===== src/hw/tmc_pkg.sv =====
// Constants, field layout and mode types of the timer/counter core
package tmc_pkg;

  // ----------------------------------------------------------------
  // Register port geometry and register offsets
  // ----------------------------------------------------------------
  localparam int          ADDR_W            = 3;
  localparam int          DATA_W            = 8;
  localparam logic [2:0]  REG_CONTROL_A     = 3'h0;
  localparam logic [2:0]  REG_CONTROL_B     = 3'h1;
  localparam logic [2:0]  REG_COUNTER       = 3'h2;
  localparam logic [2:0]  REG_COMPARE_A     = 3'h3;
  localparam logic [2:0]  REG_COMPARE_B     = 3'h4;
  localparam logic [2:0]  REG_FLAGS         = 3'h5;
  localparam logic [2:0]  REG_MASK          = 3'h6;

  // ----------------------------------------------------------------
  // Field positions
  // ----------------------------------------------------------------
  localparam int          CTRL_A_MODE_LSB   = 0;
  localparam int          CTRL_A_OUT_A_BIT  = 4;
  localparam int          CTRL_A_OUT_B_BIT  = 5;
  localparam int          CTRL_B_CS_LSB     = 0;
  localparam int          CTRL_B_PRE_RST_BIT = 7;
  localparam int          FLAG_OVERFLOW_BIT = 0;
  localparam int          FLAG_COMPARE_A_BIT = 1;
  localparam int          FLAG_COMPARE_B_BIT = 2;

  // ----------------------------------------------------------------
  // Clock-select codes, prescaler taps, counter limits, reset values
  // ----------------------------------------------------------------
  localparam logic [2:0]  CS_STOP           = 3'h0;
  localparam logic [2:0]  CS_DIRECT         = 3'h1;
  localparam logic [2:0]  CS_DIV8           = 3'h2;
  localparam logic [2:0]  CS_DIV64          = 3'h3;
  localparam logic [2:0]  CS_DIV256         = 3'h4;
  localparam logic [2:0]  CS_DIV1024        = 3'h5;
  localparam logic [2:0]  CS_EXT_FALL       = 3'h6;
  localparam logic [2:0]  CS_EXT_RISE       = 3'h7;
  localparam int          PRESCALE_W        = 10;
  localparam logic [9:0]  TAP_MASK_8        = 10'h007;
  localparam logic [9:0]  TAP_MASK_64       = 10'h03f;
  localparam logic [9:0]  TAP_MASK_256      = 10'h0ff;
  localparam logic [9:0]  TAP_MASK_1024     = 10'h3ff;
  localparam logic [7:0]  COUNT_BOTTOM      = 8'h00;
  localparam logic [7:0]  COUNT_MAX         = 8'hff;
  localparam logic [7:0]  RESET_BYTE        = 8'h00;
  localparam logic [2:0]  RESET_FLAGS       = 3'h0;

  // Counting sequence and waveform style
  typedef enum logic [1:0] {
    MODE_NORMAL,
    MODE_CTC,
    MODE_FAST_PWM,
    MODE_FAST_PWM_TOP_A
  } tmc_mode_type;

endpackage


===== src/hw/tmc_tick_if.sv =====
// Carrier between the clock-source front end and the counter core
interface tmc_tick_if;
  logic [2:0] clock_select;
  logic       prescaler_reset;
  logic       timer_tick;

  modport source (input clock_select, input prescaler_reset, output timer_tick);
  modport sink   (output clock_select, output prescaler_reset, input timer_tick);
endinterface


===== src/hw/tmc_timer0.sv =====
// Top of the 8-bit timer/counter: registers, counter, compare and waveforms
// What this block does
// - No clock selected means timer never advances
// - Select 1 ticks on every system clock
// - Prescaled ticks divide by 8, 64, 256, 1024
// - Prescaler free running; first count 1..N
// - Software can reset the prescaler
// - Count pin sampled each clock, then synchronised
// - One tick per edge; 7 rising, 6 falling
// - Pin edge reaches counter in about three clocks
// - External ticks never pass the prescaler
// - Counter and both compare values are 8 bits
// - Shared flag register, each flag individually masked
// - Overflow, compare A, compare B interrupt sources
// - Continuous compare; match sets its flag
// - Compare results drive waveforms on two outputs
// - Bottom signalled when counter becomes 0x00
// - Maximum signalled when counter becomes 0xff
// - Top is 0xff or compare A by mode
// - Stopped timer still readable and writable
// - Processor counter write beats clear and count
//
// Our own choices: the register addresses and the address-and-strobe port.
module tmc_timer0
  import tmc_pkg::*;
(
  input  wire logic              mclk,
  input  wire logic              reset,
  input  wire logic [ADDR_W-1:0] reg_addr,
  input  wire logic [DATA_W-1:0] reg_wdata,
  input  wire logic              reg_write,
  input  wire logic              reg_read,
  output logic      [DATA_W-1:0] reg_rdata,
  input  wire logic              external_count_input,
  output logic                   compare_output_a,
  output logic                   compare_output_b,
  output logic                   counter_at_bottom,
  output logic                   counter_at_max,
  output logic                   irq_overflow,
  output logic                   irq_compare_a,
  output logic                   irq_compare_b
);

  // ----------------------------------------------------------------
  // State
  // ----------------------------------------------------------------
  tmc_mode_type       mode;
  logic               out_en_a;
  logic               out_en_b;
  logic [2:0]         clock_select;
  logic [7:0]         counter_value;
  logic [7:0]         compare_value_a;
  logic [7:0]         compare_value_b;
  logic [2:0]         timer_flag_register;
  logic [2:0]         timer_mask_register;
  logic               match_block;
  logic [7:0]         next_counter_value;
  logic [2:0]         next_flags;
  logic               next_wave_a;
  logic               next_wave_b;
  logic [DATA_W-1:0]  next_rdata;

  // ----------------------------------------------------------------
  // Clock source
  // ----------------------------------------------------------------
  tmc_tick_if tick_if ();

  tmc_clock_source u_clock_source (
    .mclk                 (mclk),
    .reset                (reset),
    .external_count_input (external_count_input),
    .tick_if              (tick_if)
  );

  // ----------------------------------------------------------------
  // Register decode
  // ----------------------------------------------------------------
  function automatic logic reg_hit(input logic [ADDR_W-1:0] addr, input logic [ADDR_W-1:0] target);
    return addr == target;
  endfunction

  wire wr_control_a = reg_write && reg_hit(reg_addr, REG_CONTROL_A);
  wire wr_control_b = reg_write && reg_hit(reg_addr, REG_CONTROL_B);
  wire wr_counter   = reg_write && reg_hit(reg_addr, REG_COUNTER);
  wire wr_compare_a = reg_write && reg_hit(reg_addr, REG_COMPARE_A);
  wire wr_compare_b = reg_write && reg_hit(reg_addr, REG_COMPARE_B);
  wire wr_flags     = reg_write && reg_hit(reg_addr, REG_FLAGS);
  wire wr_mask      = reg_write && reg_hit(reg_addr, REG_MASK);

  // Prescaler reset is a strobe only; the bit is never stored
  assign tick_if.clock_select    = clock_select;
  assign tick_if.prescaler_reset = wr_control_b && reg_wdata[CTRL_B_PRE_RST_BIT];

  // ----------------------------------------------------------------
  // Counter sequence
  // ----------------------------------------------------------------
  wire       timer_tick = tick_if.timer_tick;
  wire       top_from_a = (mode == MODE_CTC) || (mode == MODE_FAST_PWM_TOP_A);
  wire [7:0] top_value  = top_from_a ? compare_value_a : COUNT_MAX;
  wire       at_top     = counter_value == top_value;
  wire [7:0] count_step = at_top ? COUNT_BOTTOM : 8'(counter_value + 8'h01);
  wire       pwm_mode   = (mode == MODE_FAST_PWM) || (mode == MODE_FAST_PWM_TOP_A);

  // Processor write wins over any count or clear in the same cycle
  assign next_counter_value = wr_counter ? reg_wdata :
                              timer_tick ? count_step :
                              counter_value;

  // ----------------------------------------------------------------
  // Compare and flag events
  // ----------------------------------------------------------------
  // A counter write masks the match of the following tick, so a compare
  // preset equal to the counter does not fire when the clock starts
  wire match_a        = timer_tick && !match_block && (counter_value == compare_value_a);
  wire match_b        = timer_tick && !match_block && (counter_value == compare_value_b);
  wire overflow_event = timer_tick && (counter_value == COUNT_MAX);
  wire [2:0] flag_set = {match_b, match_a, overflow_event};
  wire [2:0] flag_clr = wr_flags ? reg_wdata[2:0] : RESET_FLAGS;

  // Write one clears; a same-cycle event still sets the flag
  assign next_flags = (timer_flag_register & ~flag_clr) | flag_set;

  // Requests: each flag gated by its own mask bit
  assign irq_overflow  = timer_flag_register[FLAG_OVERFLOW_BIT]  && timer_mask_register[FLAG_OVERFLOW_BIT];
  assign irq_compare_a = timer_flag_register[FLAG_COMPARE_A_BIT] && timer_mask_register[FLAG_COMPARE_A_BIT];
  assign irq_compare_b = timer_flag_register[FLAG_COMPARE_B_BIT] && timer_mask_register[FLAG_COMPARE_B_BIT];

  // ----------------------------------------------------------------
  // Waveform generation
  // ----------------------------------------------------------------
  // Non-PWM modes toggle on match; PWM sets at wrap and clears on match.
  // Disabled channels simply hold their state.
  wire wrap_tick = timer_tick && at_top && !wr_counter;

  assign next_wave_a = !out_en_a ? compare_output_a :
                       pwm_mode  ? (wrap_tick ? 1'b1 : (match_a ? 1'b0 : compare_output_a)) :
                       (match_a ? ~compare_output_a : compare_output_a);
  assign next_wave_b = !out_en_b ? compare_output_b :
                       pwm_mode  ? (wrap_tick ? 1'b1 : (match_b ? 1'b0 : compare_output_b)) :
                       (match_b ? ~compare_output_b : compare_output_b);

  // ----------------------------------------------------------------
  // Read path
  // ----------------------------------------------------------------
  always_comb begin
    next_rdata = RESET_BYTE;
    if (reg_read) begin
      unique case (reg_addr)
        REG_CONTROL_A: next_rdata = {2'h0, out_en_b, out_en_a, 2'h0, mode};
        REG_CONTROL_B: next_rdata = {5'h00, clock_select};
        REG_COUNTER:   next_rdata = counter_value;
        REG_COMPARE_A: next_rdata = compare_value_a;
        REG_COMPARE_B: next_rdata = compare_value_b;
        REG_FLAGS:     next_rdata = {5'h00, timer_flag_register};
        REG_MASK:      next_rdata = {5'h00, timer_mask_register};
        default:       next_rdata = RESET_BYTE;                      // Unmapped reads zero
      endcase
    end
  end

  // ----------------------------------------------------------------
  // Software-written configuration
  // ----------------------------------------------------------------
  always_ff @(posedge mclk) begin
    if (reset) begin
      mode                <= MODE_NORMAL;
      out_en_a            <= 1'b0;
      out_en_b            <= 1'b0;
      clock_select        <= CS_STOP;
      compare_value_a     <= RESET_BYTE;
      compare_value_b     <= RESET_BYTE;
      timer_mask_register <= RESET_FLAGS;
    end else begin
      if (wr_control_a) begin
        mode     <= tmc_mode_type'(reg_wdata[CTRL_A_MODE_LSB +: 2]);
        out_en_a <= reg_wdata[CTRL_A_OUT_A_BIT];
        out_en_b <= reg_wdata[CTRL_A_OUT_B_BIT];
      end
      if (wr_control_b) begin
        clock_select <= reg_wdata[CTRL_B_CS_LSB +: 3];
      end
      if (wr_compare_a) begin
        compare_value_a <= reg_wdata;
      end
      if (wr_compare_b) begin
        compare_value_b <= reg_wdata;
      end
      if (wr_mask) begin
        timer_mask_register <= reg_wdata[2:0];
      end
    end
  end

  // ----------------------------------------------------------------
  // Counter, flags and match blocking
  // ----------------------------------------------------------------
  always_ff @(posedge mclk) begin
    if (reset) begin
      counter_value       <= RESET_BYTE;
      timer_flag_register <= RESET_FLAGS;
      match_block         <= 1'b0;
    end else begin
      counter_value       <= next_counter_value;
      timer_flag_register <= next_flags;
      match_block         <= wr_counter ? 1'b1 : (timer_tick ? 1'b0 : match_block);
    end
  end

  // ----------------------------------------------------------------
  // Registered outputs
  // ----------------------------------------------------------------
  // Bottom and max follow the next counter value so they align with it
  always_ff @(posedge mclk) begin
    if (reset) begin
      counter_at_bottom <= 1'b1;
      counter_at_max    <= 1'b0;
      compare_output_a  <= 1'b0;
      compare_output_b  <= 1'b0;
      reg_rdata         <= RESET_BYTE;
    end else begin
      counter_at_bottom <= next_counter_value == COUNT_BOTTOM;
      counter_at_max    <= next_counter_value == COUNT_MAX;
      compare_output_a  <= next_wave_a;
      compare_output_b  <= next_wave_b;
      reg_rdata         <= next_rdata;
    end
  end
endmodule


===== src/hw/tmc_clock_source.sv =====
// Free-running prescaler, count-pin synchroniser and timer tick selection
module tmc_clock_source
  import tmc_pkg::*;
(
  input  wire logic     mclk,
  input  wire logic     reset,
  input  wire logic     external_count_input,
  tmc_tick_if.source    tick_if
);

  logic [PRESCALE_W-1:0] prescale;
  logic                  ext_meta;
  logic                  ext_sync;
  logic                  ext_prev;
  logic                  ext_rise;
  logic                  ext_fall;
  logic                  timer_tick;

  // True when every bit under the tap mask is set: one cycle per period
  function automatic logic tap_hit(input logic [PRESCALE_W-1:0] cnt, input logic [PRESCALE_W-1:0] mask);
    return (cnt & mask) == mask;
  endfunction

  // Prescaler runs whatever the clock selection; only system reset or its own reset stops it
  always_ff @(posedge mclk) begin
    if (reset || tick_if.prescaler_reset) begin
      prescale <= '0;
    end else begin
      prescale <= PRESCALE_W'(prescale + 1'b1);
    end
  end

  // Pin sampled once per clock; meta feeds only the second stage
  always_ff @(posedge mclk) begin
    if (reset) begin
      ext_meta <= 1'b0;
      ext_sync <= 1'b0;
      ext_prev <= 1'b0;
    end else begin
      ext_meta <= external_count_input;
      ext_sync <= ext_meta;
      ext_prev <= ext_sync;
    end
  end

  // Edge detector: one pulse per edge, never through the prescaler
  assign ext_rise = ext_sync & ~ext_prev;
  assign ext_fall = ~ext_sync & ext_prev;

  // Clock-select mux; code 0 gives no tick at all
  always_comb begin
    unique case (tick_if.clock_select)
      CS_STOP:     timer_tick = 1'b0;
      CS_DIRECT:   timer_tick = 1'b1;
      CS_DIV8:     timer_tick = tap_hit(prescale, TAP_MASK_8);
      CS_DIV64:    timer_tick = tap_hit(prescale, TAP_MASK_64);
      CS_DIV256:   timer_tick = tap_hit(prescale, TAP_MASK_256);
      CS_DIV1024:  timer_tick = tap_hit(prescale, TAP_MASK_1024);
      CS_EXT_FALL: timer_tick = ext_fall;
      CS_EXT_RISE: timer_tick = ext_rise;
    endcase
  end
  assign tick_if.timer_tick = timer_tick;
endmodule


===== config.mk =====
export PLATFORM = sky130hd
export DESIGN_NAME = tmc_timer0
export DESIGN_NICKNAME = d
export VERILOG_FILES = /design/src/hw/tmc_pkg.sv /design/src/hw/tmc_tick_if.sv /design/src/hw/tmc_timer0.sv /design/src/hw/tmc_clock_source.sv
export SDC_FILE = /design/constraint.sdc
export NUM_CORES = 1
export LEC_CHECK = 0
export ABC_AREA = 1
export BUFFER_PORTS_ARGS = -buffer_cell sky130_fd_sc_hd__clkbuf_2
export CAP_MARGIN = 40
export CORE_ASPECT_RATIO = 1.2
export CORE_MARGIN = 2
export CORE_UTILIZATION = 57
export CTS_CLUSTER_SIZE = 40
export DETAILED_ROUTE_END_ITERATION = 16
export PLACE_DENSITY = 0.89
export SYNTH_ARGS = -nofsm -noshare
export SYNTH_HDL_FRONTEND = slang
export SYNTH_HIERARCHICAL = 1
export SYNTH_SLANG_ARGS = --single-unit

===== constraint.sdc =====
create_clock -name mclk -period 2.5 [get_ports mclk]
set_clock_uncertainty 0.05 [all_clocks]
set_input_delay 0.75 -clock mclk [delete_from_list [all_inputs] [get_ports mclk]]
set_output_delay 0.75 -clock mclk [all_outputs]
set_load 0.02 [all_outputs]

; ---- Word-level counts from Yosys, hierarchy flattened
; Cells that the tools add are included.
[classes]
add_sub_neg = 2
mul = 0
div_mod_pow = 0
order_cmp = 0
eq_ne = 25
n_shift = 0
n_mux = 17
bitwise_logic = 10
reduce_logical = 33
[ops]
columns = op, n
row1 = $pmux W8 S7, 1
row2 = $mux W8, 4
row3 = $eq A3 B3 Y1 const B, 8
row4 = $eq A8 B8 Y1, 3
row5 = $eq A8 B8 Y1 const B, 3
row6 = $logic_and A1 B1 Y1, 17
row7 = $eq A3 B2 Y1 const B, 4
row8 = $add A10 B1 Y10 const B, 1
row9 = $eq A10 B10 Y1 const B, 1
row10 = $mux W1, 10
row11 = $reduce_bool A2 Y1, 5
row12 = $add A8 B1 Y8 const B, 1
row13 = $logic_not A8 Y1, 1
row14 = $pmux W1 S8, 1
row15 = $eq A3 B1 Y1 const B, 2
row16 = $eq A6 B6 Y1 const B, 1
row17 = $logic_not A3 Y1, 2
row18 = $reduce_and A3 Y1, 2
row19 = $not A1 Y1, 5
row20 = $eq A2 B2 Y1 const B, 2
row21 = $and A3 B3 Y3, 1
row22 = $logic_or A1 B1 Y1, 3
row23 = $mux W3, 1
row24 = $not A3 Y3, 1
row25 = other kinds (5), 7
[totals]
register_bits = 63
latchBits = 0
mem_bits_rw = 0
mem_bits_ro = 0
inputBits = 16
out_inout_bits = 15
wordCells = 106
n_memories = 0

; ---- Longest topological paths before layout
[logic_depth]
word_depth = 8
depth_mapped = 20
mapped_depth_nobuf = 19

; ---- Cells and area by module
; Netlist, hierarchy kept.
[modules_own_cells]
columns = module, instances, cells_per_inst, area_each_um2, seq_area_each_um2
row1 = tmc_timer0, 1, 410, 2678.8, 1001.0
row2 = tmc_clock_source, 1, 84, 610.6, 260.2

; ---- Worst setup path before layout
; No wires, ideal clock.
[synth_path]
path_kind = flip-flop to flip-flop
startpoint = reg u_clock_source.prescale[0]
endpoint = reg counter_at_bottom
setup_ps = 121
arrival_time_ps = 1998
t_required_ps = 2329
setup_slack_ps = 331
stages_incl_launch_ff = 19
path_buffers = 1
synth_period_minus_slack_ps = 2169
path_cell_list = dfxtp_1 ha_1 ha_1 nand2_1 a21oi_1 o21ai_0 nand2_1 buf_6 nand2_1 nor3_1 nand2_1 nand2_1 inv_1 nor2_1 a21oi_1 nand2_1 nor2_1 nand2_1 nand2_1
[synth_between]
elab_chain_cells = 5
word_cells_on_any_way = 8
classes_between = eq/ne (4) / mux (3) / reduce/logical (1)
[synth_rtl]
columns = item, line_no
row1 = "start, declared", tmc_clock_source.sv:11  ; logic [PRESCALE_W-1:0] prescale;
row2 = "start signal, assigned", tmc_clock_source.sv:29  ; prescale <= PRESCALE_W'(prescale + 1'b1);
row3 = "$eq A10 B10 Y1, or another cell as far along", tmc_clock_source.sv:21  ; return (cnt & mask) == mask;
row4 = $pmux W1 S8 *, tmc_clock_source.sv:52  ; unique case (tick_if.clock_select)
row5 = via tick_if.timer_tick, tmc_tick_if.sv:5  ; logic timer_tick;
row6 = $mux W8 *, tmc_timer0.sv:106  ; timer_tick ? count_step :
row7 = $mux W8 *, tmc_timer0.sv:105  ; assign next_counter_value = wr_counter ? reg_wdata :
row8 = $logic_not A8 Y1 *, tmc_timer0.sv:221  ; counter_at_bottom <= next_counter_value == COUNT_BOTTOM;
row9 = "end signal, assigned", tmc_timer0.sv:215  ; counter_at_bottom <= 1'b1;
row10 = "end signal, assigned", tmc_timer0.sv:221
row11 = "end, declared", tmc_timer0.sv:37  ; output logic counter_at_bottom,
; The timed path passes the listed nets; every way through them passes the cells marked *.
; A chain may end at the register's enable or synchronous reset.

; ---- Worst setup path in the final report
; Ends and elaborated chain as after synthesis.

==> results.py <==
metrics = {
    "worst_setup_path": {
        "reg2reg_from": "u_clock_source/prescale[0]$_SDFF_PP0_",
        "crit_path_end_kind": "flop",
        "cp-start-kind": "flop",
        "critPathKind": "flop to flop",
        "reg2reg_depth": 16,
        "required_ns": 2.73,
        "startpoint": "u_clock_source/prescale[0]$_SDFF_PP0_",
        "cp.arrival_ns": 2.54,
        "path_max_fanout": 6,
    },
    "timing": {
        "finalSetupViolCount": 0,
        "fin_tns_setup_ns": 0,
        "hold_viol_final": 0,
        "report.final.slew_viol_count": 0,
        "fmax_ghz": 0.4325,
        "rsz0062_at_grt": "no",
        "max_slew_margin": 0.6378,
        "worst_slew_pin_slew_ns": 0.5297,
        "layout_setup_ws_ns": 0.1876,
        "post-route-period-util": 0.9250,
        "fin_crit_ns": 2.312,
    },
    "route": {
        "drc": 0,
        "wl_per_cell_um": 15.02,
        "vias": 3431,
        "wl_met2_mm": 4.239,
        "drt-met1-wl_mm": 3.697,
        "wirelength_mm": 8.969,
        "dr.max_layer_used": "met4",
        "drt-initial-drc-count": 372,
        "ant_nets": 0,
        "wl_met3_um": 657,
        "firstDrtPassIters": 6,
        "avgViaCountPerCell": 5.747,
    },
    "layout": {
        "syn_to_final_growth_pct": 11.30,
        "final_util": 0.6502,
        "n_antenna_cell": 0,
        "fin_nets": 547,
        "drive_gt1_frac": 0.1557,
        "final_common_cell": "nand2_1",
        "final_cell_mix": "110 x nand2_1, 65 x nor2_1, 63 x inv_1, 62 x dfxtp_1, 51 x a21oi_1",
        "layoutNonFillerInstCount": 597,
    },
    "clock_network": {
        "cts_buffers": 9,
        "cts-root-buf": "clkbuf_8",
        "cts_tree": "built",
        "clock_latency_ns": 0.35,
        "hold_buffers": 0,
        "clkTransAtPathRegs_ns": 0.07,
        "cts_buffer_depth": 2,
        "cts_setup_buffers": 0,
        "h-tree-depth": 3,
        "cts.sinks": 63,
    },
    "synthesis": {
        "ys_seq_elements": 63,
        "synth_fa_ha_area_frac": 0.01141,
        "syn_area_um2": 3289,
        "muxShareOfSynthArea": 0,
        "synth_top_family_by_area": "simple AND/OR/NAND/NOR gates",
        "synth.distinct_cells": 33,
        "synth.avg_cell_area_um2": 6.659,
        "synth-simple-area-share": 0.2967,
        "syn_nets": 513,
        "synth_xor_area_frac": 0.01331,
        "synth_compound_area_frac": 0.1841,
        "synth_cells": 494,
        "yosysSeqAreaShare": 0.3834,
        "yosys_warnings": 6,
    },
    "global_route": {
        "grt_pass1_wl_mm": 14.32,
        "grt_max_degree": 23,
        "antenna_found_initial": 0,
        "grt_usage": 0.2921,
        "grt_pass1_vias": 3160,
        "overflow": 0,
    },
    "power": {
        "p_leak_nw": 1.585,
        "p_clk_frac": 0.371,
        "vdd_ir_drop_max_v": 0.0003773,
        "p_per_area_nw_per_um2": 550.4,
        "switching_share": 0.2772,
        "comb_power_share": 0.102,
        "power_frac_seq": 0.527,
        "switching_power_w": 0.0005586,
        "p_int_w": 0.001457,
    },
    "job": {
        "drv_cap": 0,
    },
    "die": {
        "die_w_um": 73.35,
        "row_count": 30,
        "die-area_um2": 6397,
        "coreArea_um2": 5630,
        "die_y_um": 87.22,
        "start_util": 0.5842,
        "io_pins": 31,
    },
    "worst_hold_path": {
        "holdPathStages": 2,
        "min_path_type": "flop to flop",
        "min_from": "u_clock_source/ext_meta$_SDFF_PP0_",
    },
    "placed_design": {
        "dp_worst_setup_slack_ns": 0.04339,
        "gp_congestion": 0.9509,
        "port_buffers": 30,
        "dp_hpwl_mm": 6.622,
        "dpl.cell_count": 581,
    },
    "run_status": {
        "outcome": "finished clean",
    },
}
[path summary, 6_finish.rpt]
| kind | slack (ns) | endpoint |
|---|---|---|
| worst max register to register | 0.19 | counter_at_bottom$_SDFF_PP1_ |
| worst min-delay path | 0.36 | u_clock_source/ext_sync$_SDFF_PP0_ |
| worst max-delay path | 0.19 | counter_at_bottom$_SDFF_PP1_ |
| worst min register to register | 0.36 | u_clock_source/ext_sync$_SDFF_PP0_ |
[metal layers]
layer | vias to the layer above | GRT usage
li1 | 1666 | -
met1 | 1536 | 0.3537
met2 | 187 | 0.4726
met3 | 42 | 0.06134
met4 | 0 | 0.1719
met5 | - | 0
[cells by family after synthesis]
group,count (synthesis)
AND/OR/NAND/NOR,225
buffers and inverters,87
flip-flops,63
XOR/XNOR,5
AO/OA/AOI/OAI,111
adder cells (fa/ha/maj),3
[critical path, cell delays in order (launching register included)]
cell and delay, ns:
dfxtp_2 0.36, ha_2 0.22, ha_1 0.15, nand2_1 0.05, a21oi_1 0.13, o21ai_0 0.11, nand2_2 0.13, inv_1 0.12
nor3_2 0.22, nand2_1 0.07, nand2_1 0.07, nor2_1 0.05, a21oi_1 0.23, nand2_1 0.08, nor2_1 0.11, nand2_1 0.06
nand2_1 0.05
[cell usage after synthesis]
| library cell | instances | area share |
|---|---|---|
| clkinv_1 | 1 | 0.0011 |
| o21ai_0 | 38 | 0.058 |
| nand3_4 | 1 | 0.0053 |
| nor3_1 | 8 | 0.012 |
| nand3b_1 | 1 | 0.0023 |
| a21oi_1 | 51 | 0.078 |
| buf_4 | 3 | 0.0068 |
| inv_1 | 63 | 0.072 |
| a2111oi_0 | 2 | 0.0053 |
| nor2_1 | 66 | 0.075 |
| buf_1 | 1 | 0.0011 |
| buf_2 | 3 | 0.0046 |
| a21oi_2 | 1 | 0.0027 |
| nand2_1 | 111 | 0.13 |
| nand4_1 | 5 | 0.0095 |
| nand2_2 | 5 | 0.0095 |
| o21ai_1 | 1 | 0.0015 |
| nand3_1 | 17 | 0.026 |
| nor2_4 | 3 | 0.010 |
| xor2_1 | 4 | 0.011 |
| nor3_2 | 2 | 0.0061 |
| clkbuf_1 | 4 | 0.0046 |
| a221oi_1 | 6 | 0.016 |
| nand3_2 | 2 | 0.0061 |
| inv_2 | 8 | 0.0091 |
| o22ai_1 | 11 | 0.021 |
| nor2_2 | 4 | 0.0076 |
| o211ai_1 | 1 | 0.0023 |
| ha_1 | 3 | 0.011 |
| clkbuf_2 | 1 | 0.0015 |
| buf_6 | 3 | 0.010 |
| xnor2_1 | 1 | 0.0027 |
| dfxtp_1 | 63 | 0.38 |
[registers in the layout, indices dropped and copies added (netlist names), 2 cells and up]
name	cells
compare_value_a	8
clock_select	3
reg_rdata	8
compare_value_b	8
u_clock_source/prescale	10
counter_value	8
timer_flag_register	3
mode	2
timer_mask_register	3
[metrics by stage]
| step | area (um2) | total power [W] | hold WS [ns] |
|---|---|---|---|
| after CTS | 3642 | 0.002007 | 0.3586 |
| after floorplan | 3289 | 0.001211 | 0.3383 |
| after global placement | 3485 | 0.001275 | 0.3414 |
| after detailed placement | 3485 | 0.001282 | 0.3499 |
| final | 3661 | 0.002015 | 0.3557 |
| after global routing | 3661 | 0.002089 | 0.3751 |
[area by class of cell]
| cell class | count | area, um2 |
|---|---|---|
| clock inverters | 4 | 22.52 |
| clock buffers | 12 | 135.1 |
| repair buffers | 38 | 210.2 |
| flip-flops and latches | 63 | 1262 |
| inverters | 72 | 270.3 |
| fillers | 515 | 1969 |
| well taps | 64 | 80.08 |
| multi-input cells | 344 | 1680 |
[timing repair]
action                     CTS  global route
setup endpoints to repair    0             6
hold endpoints to repair     0             0
resized for setup            0             7
[power groups by stage]
stage | Sequential (W) | Combinational [W] | Clock, W
4_1_cts | 0.00106 | 0.000201 | 0.000746
3_3_place_gp | 0.00108 | 0.000194 | 0
6_report | 0.00106 | 0.000206 | 0.000747
2_1_floorplan | 0.00107 | 0.000136 | 0
5_1_grt | 0.00106 | 0.000228 | 0.000797
3_5_place_dp | 0.00108 | 0.000199 | 0
Power figures use the tool's default switching activity.
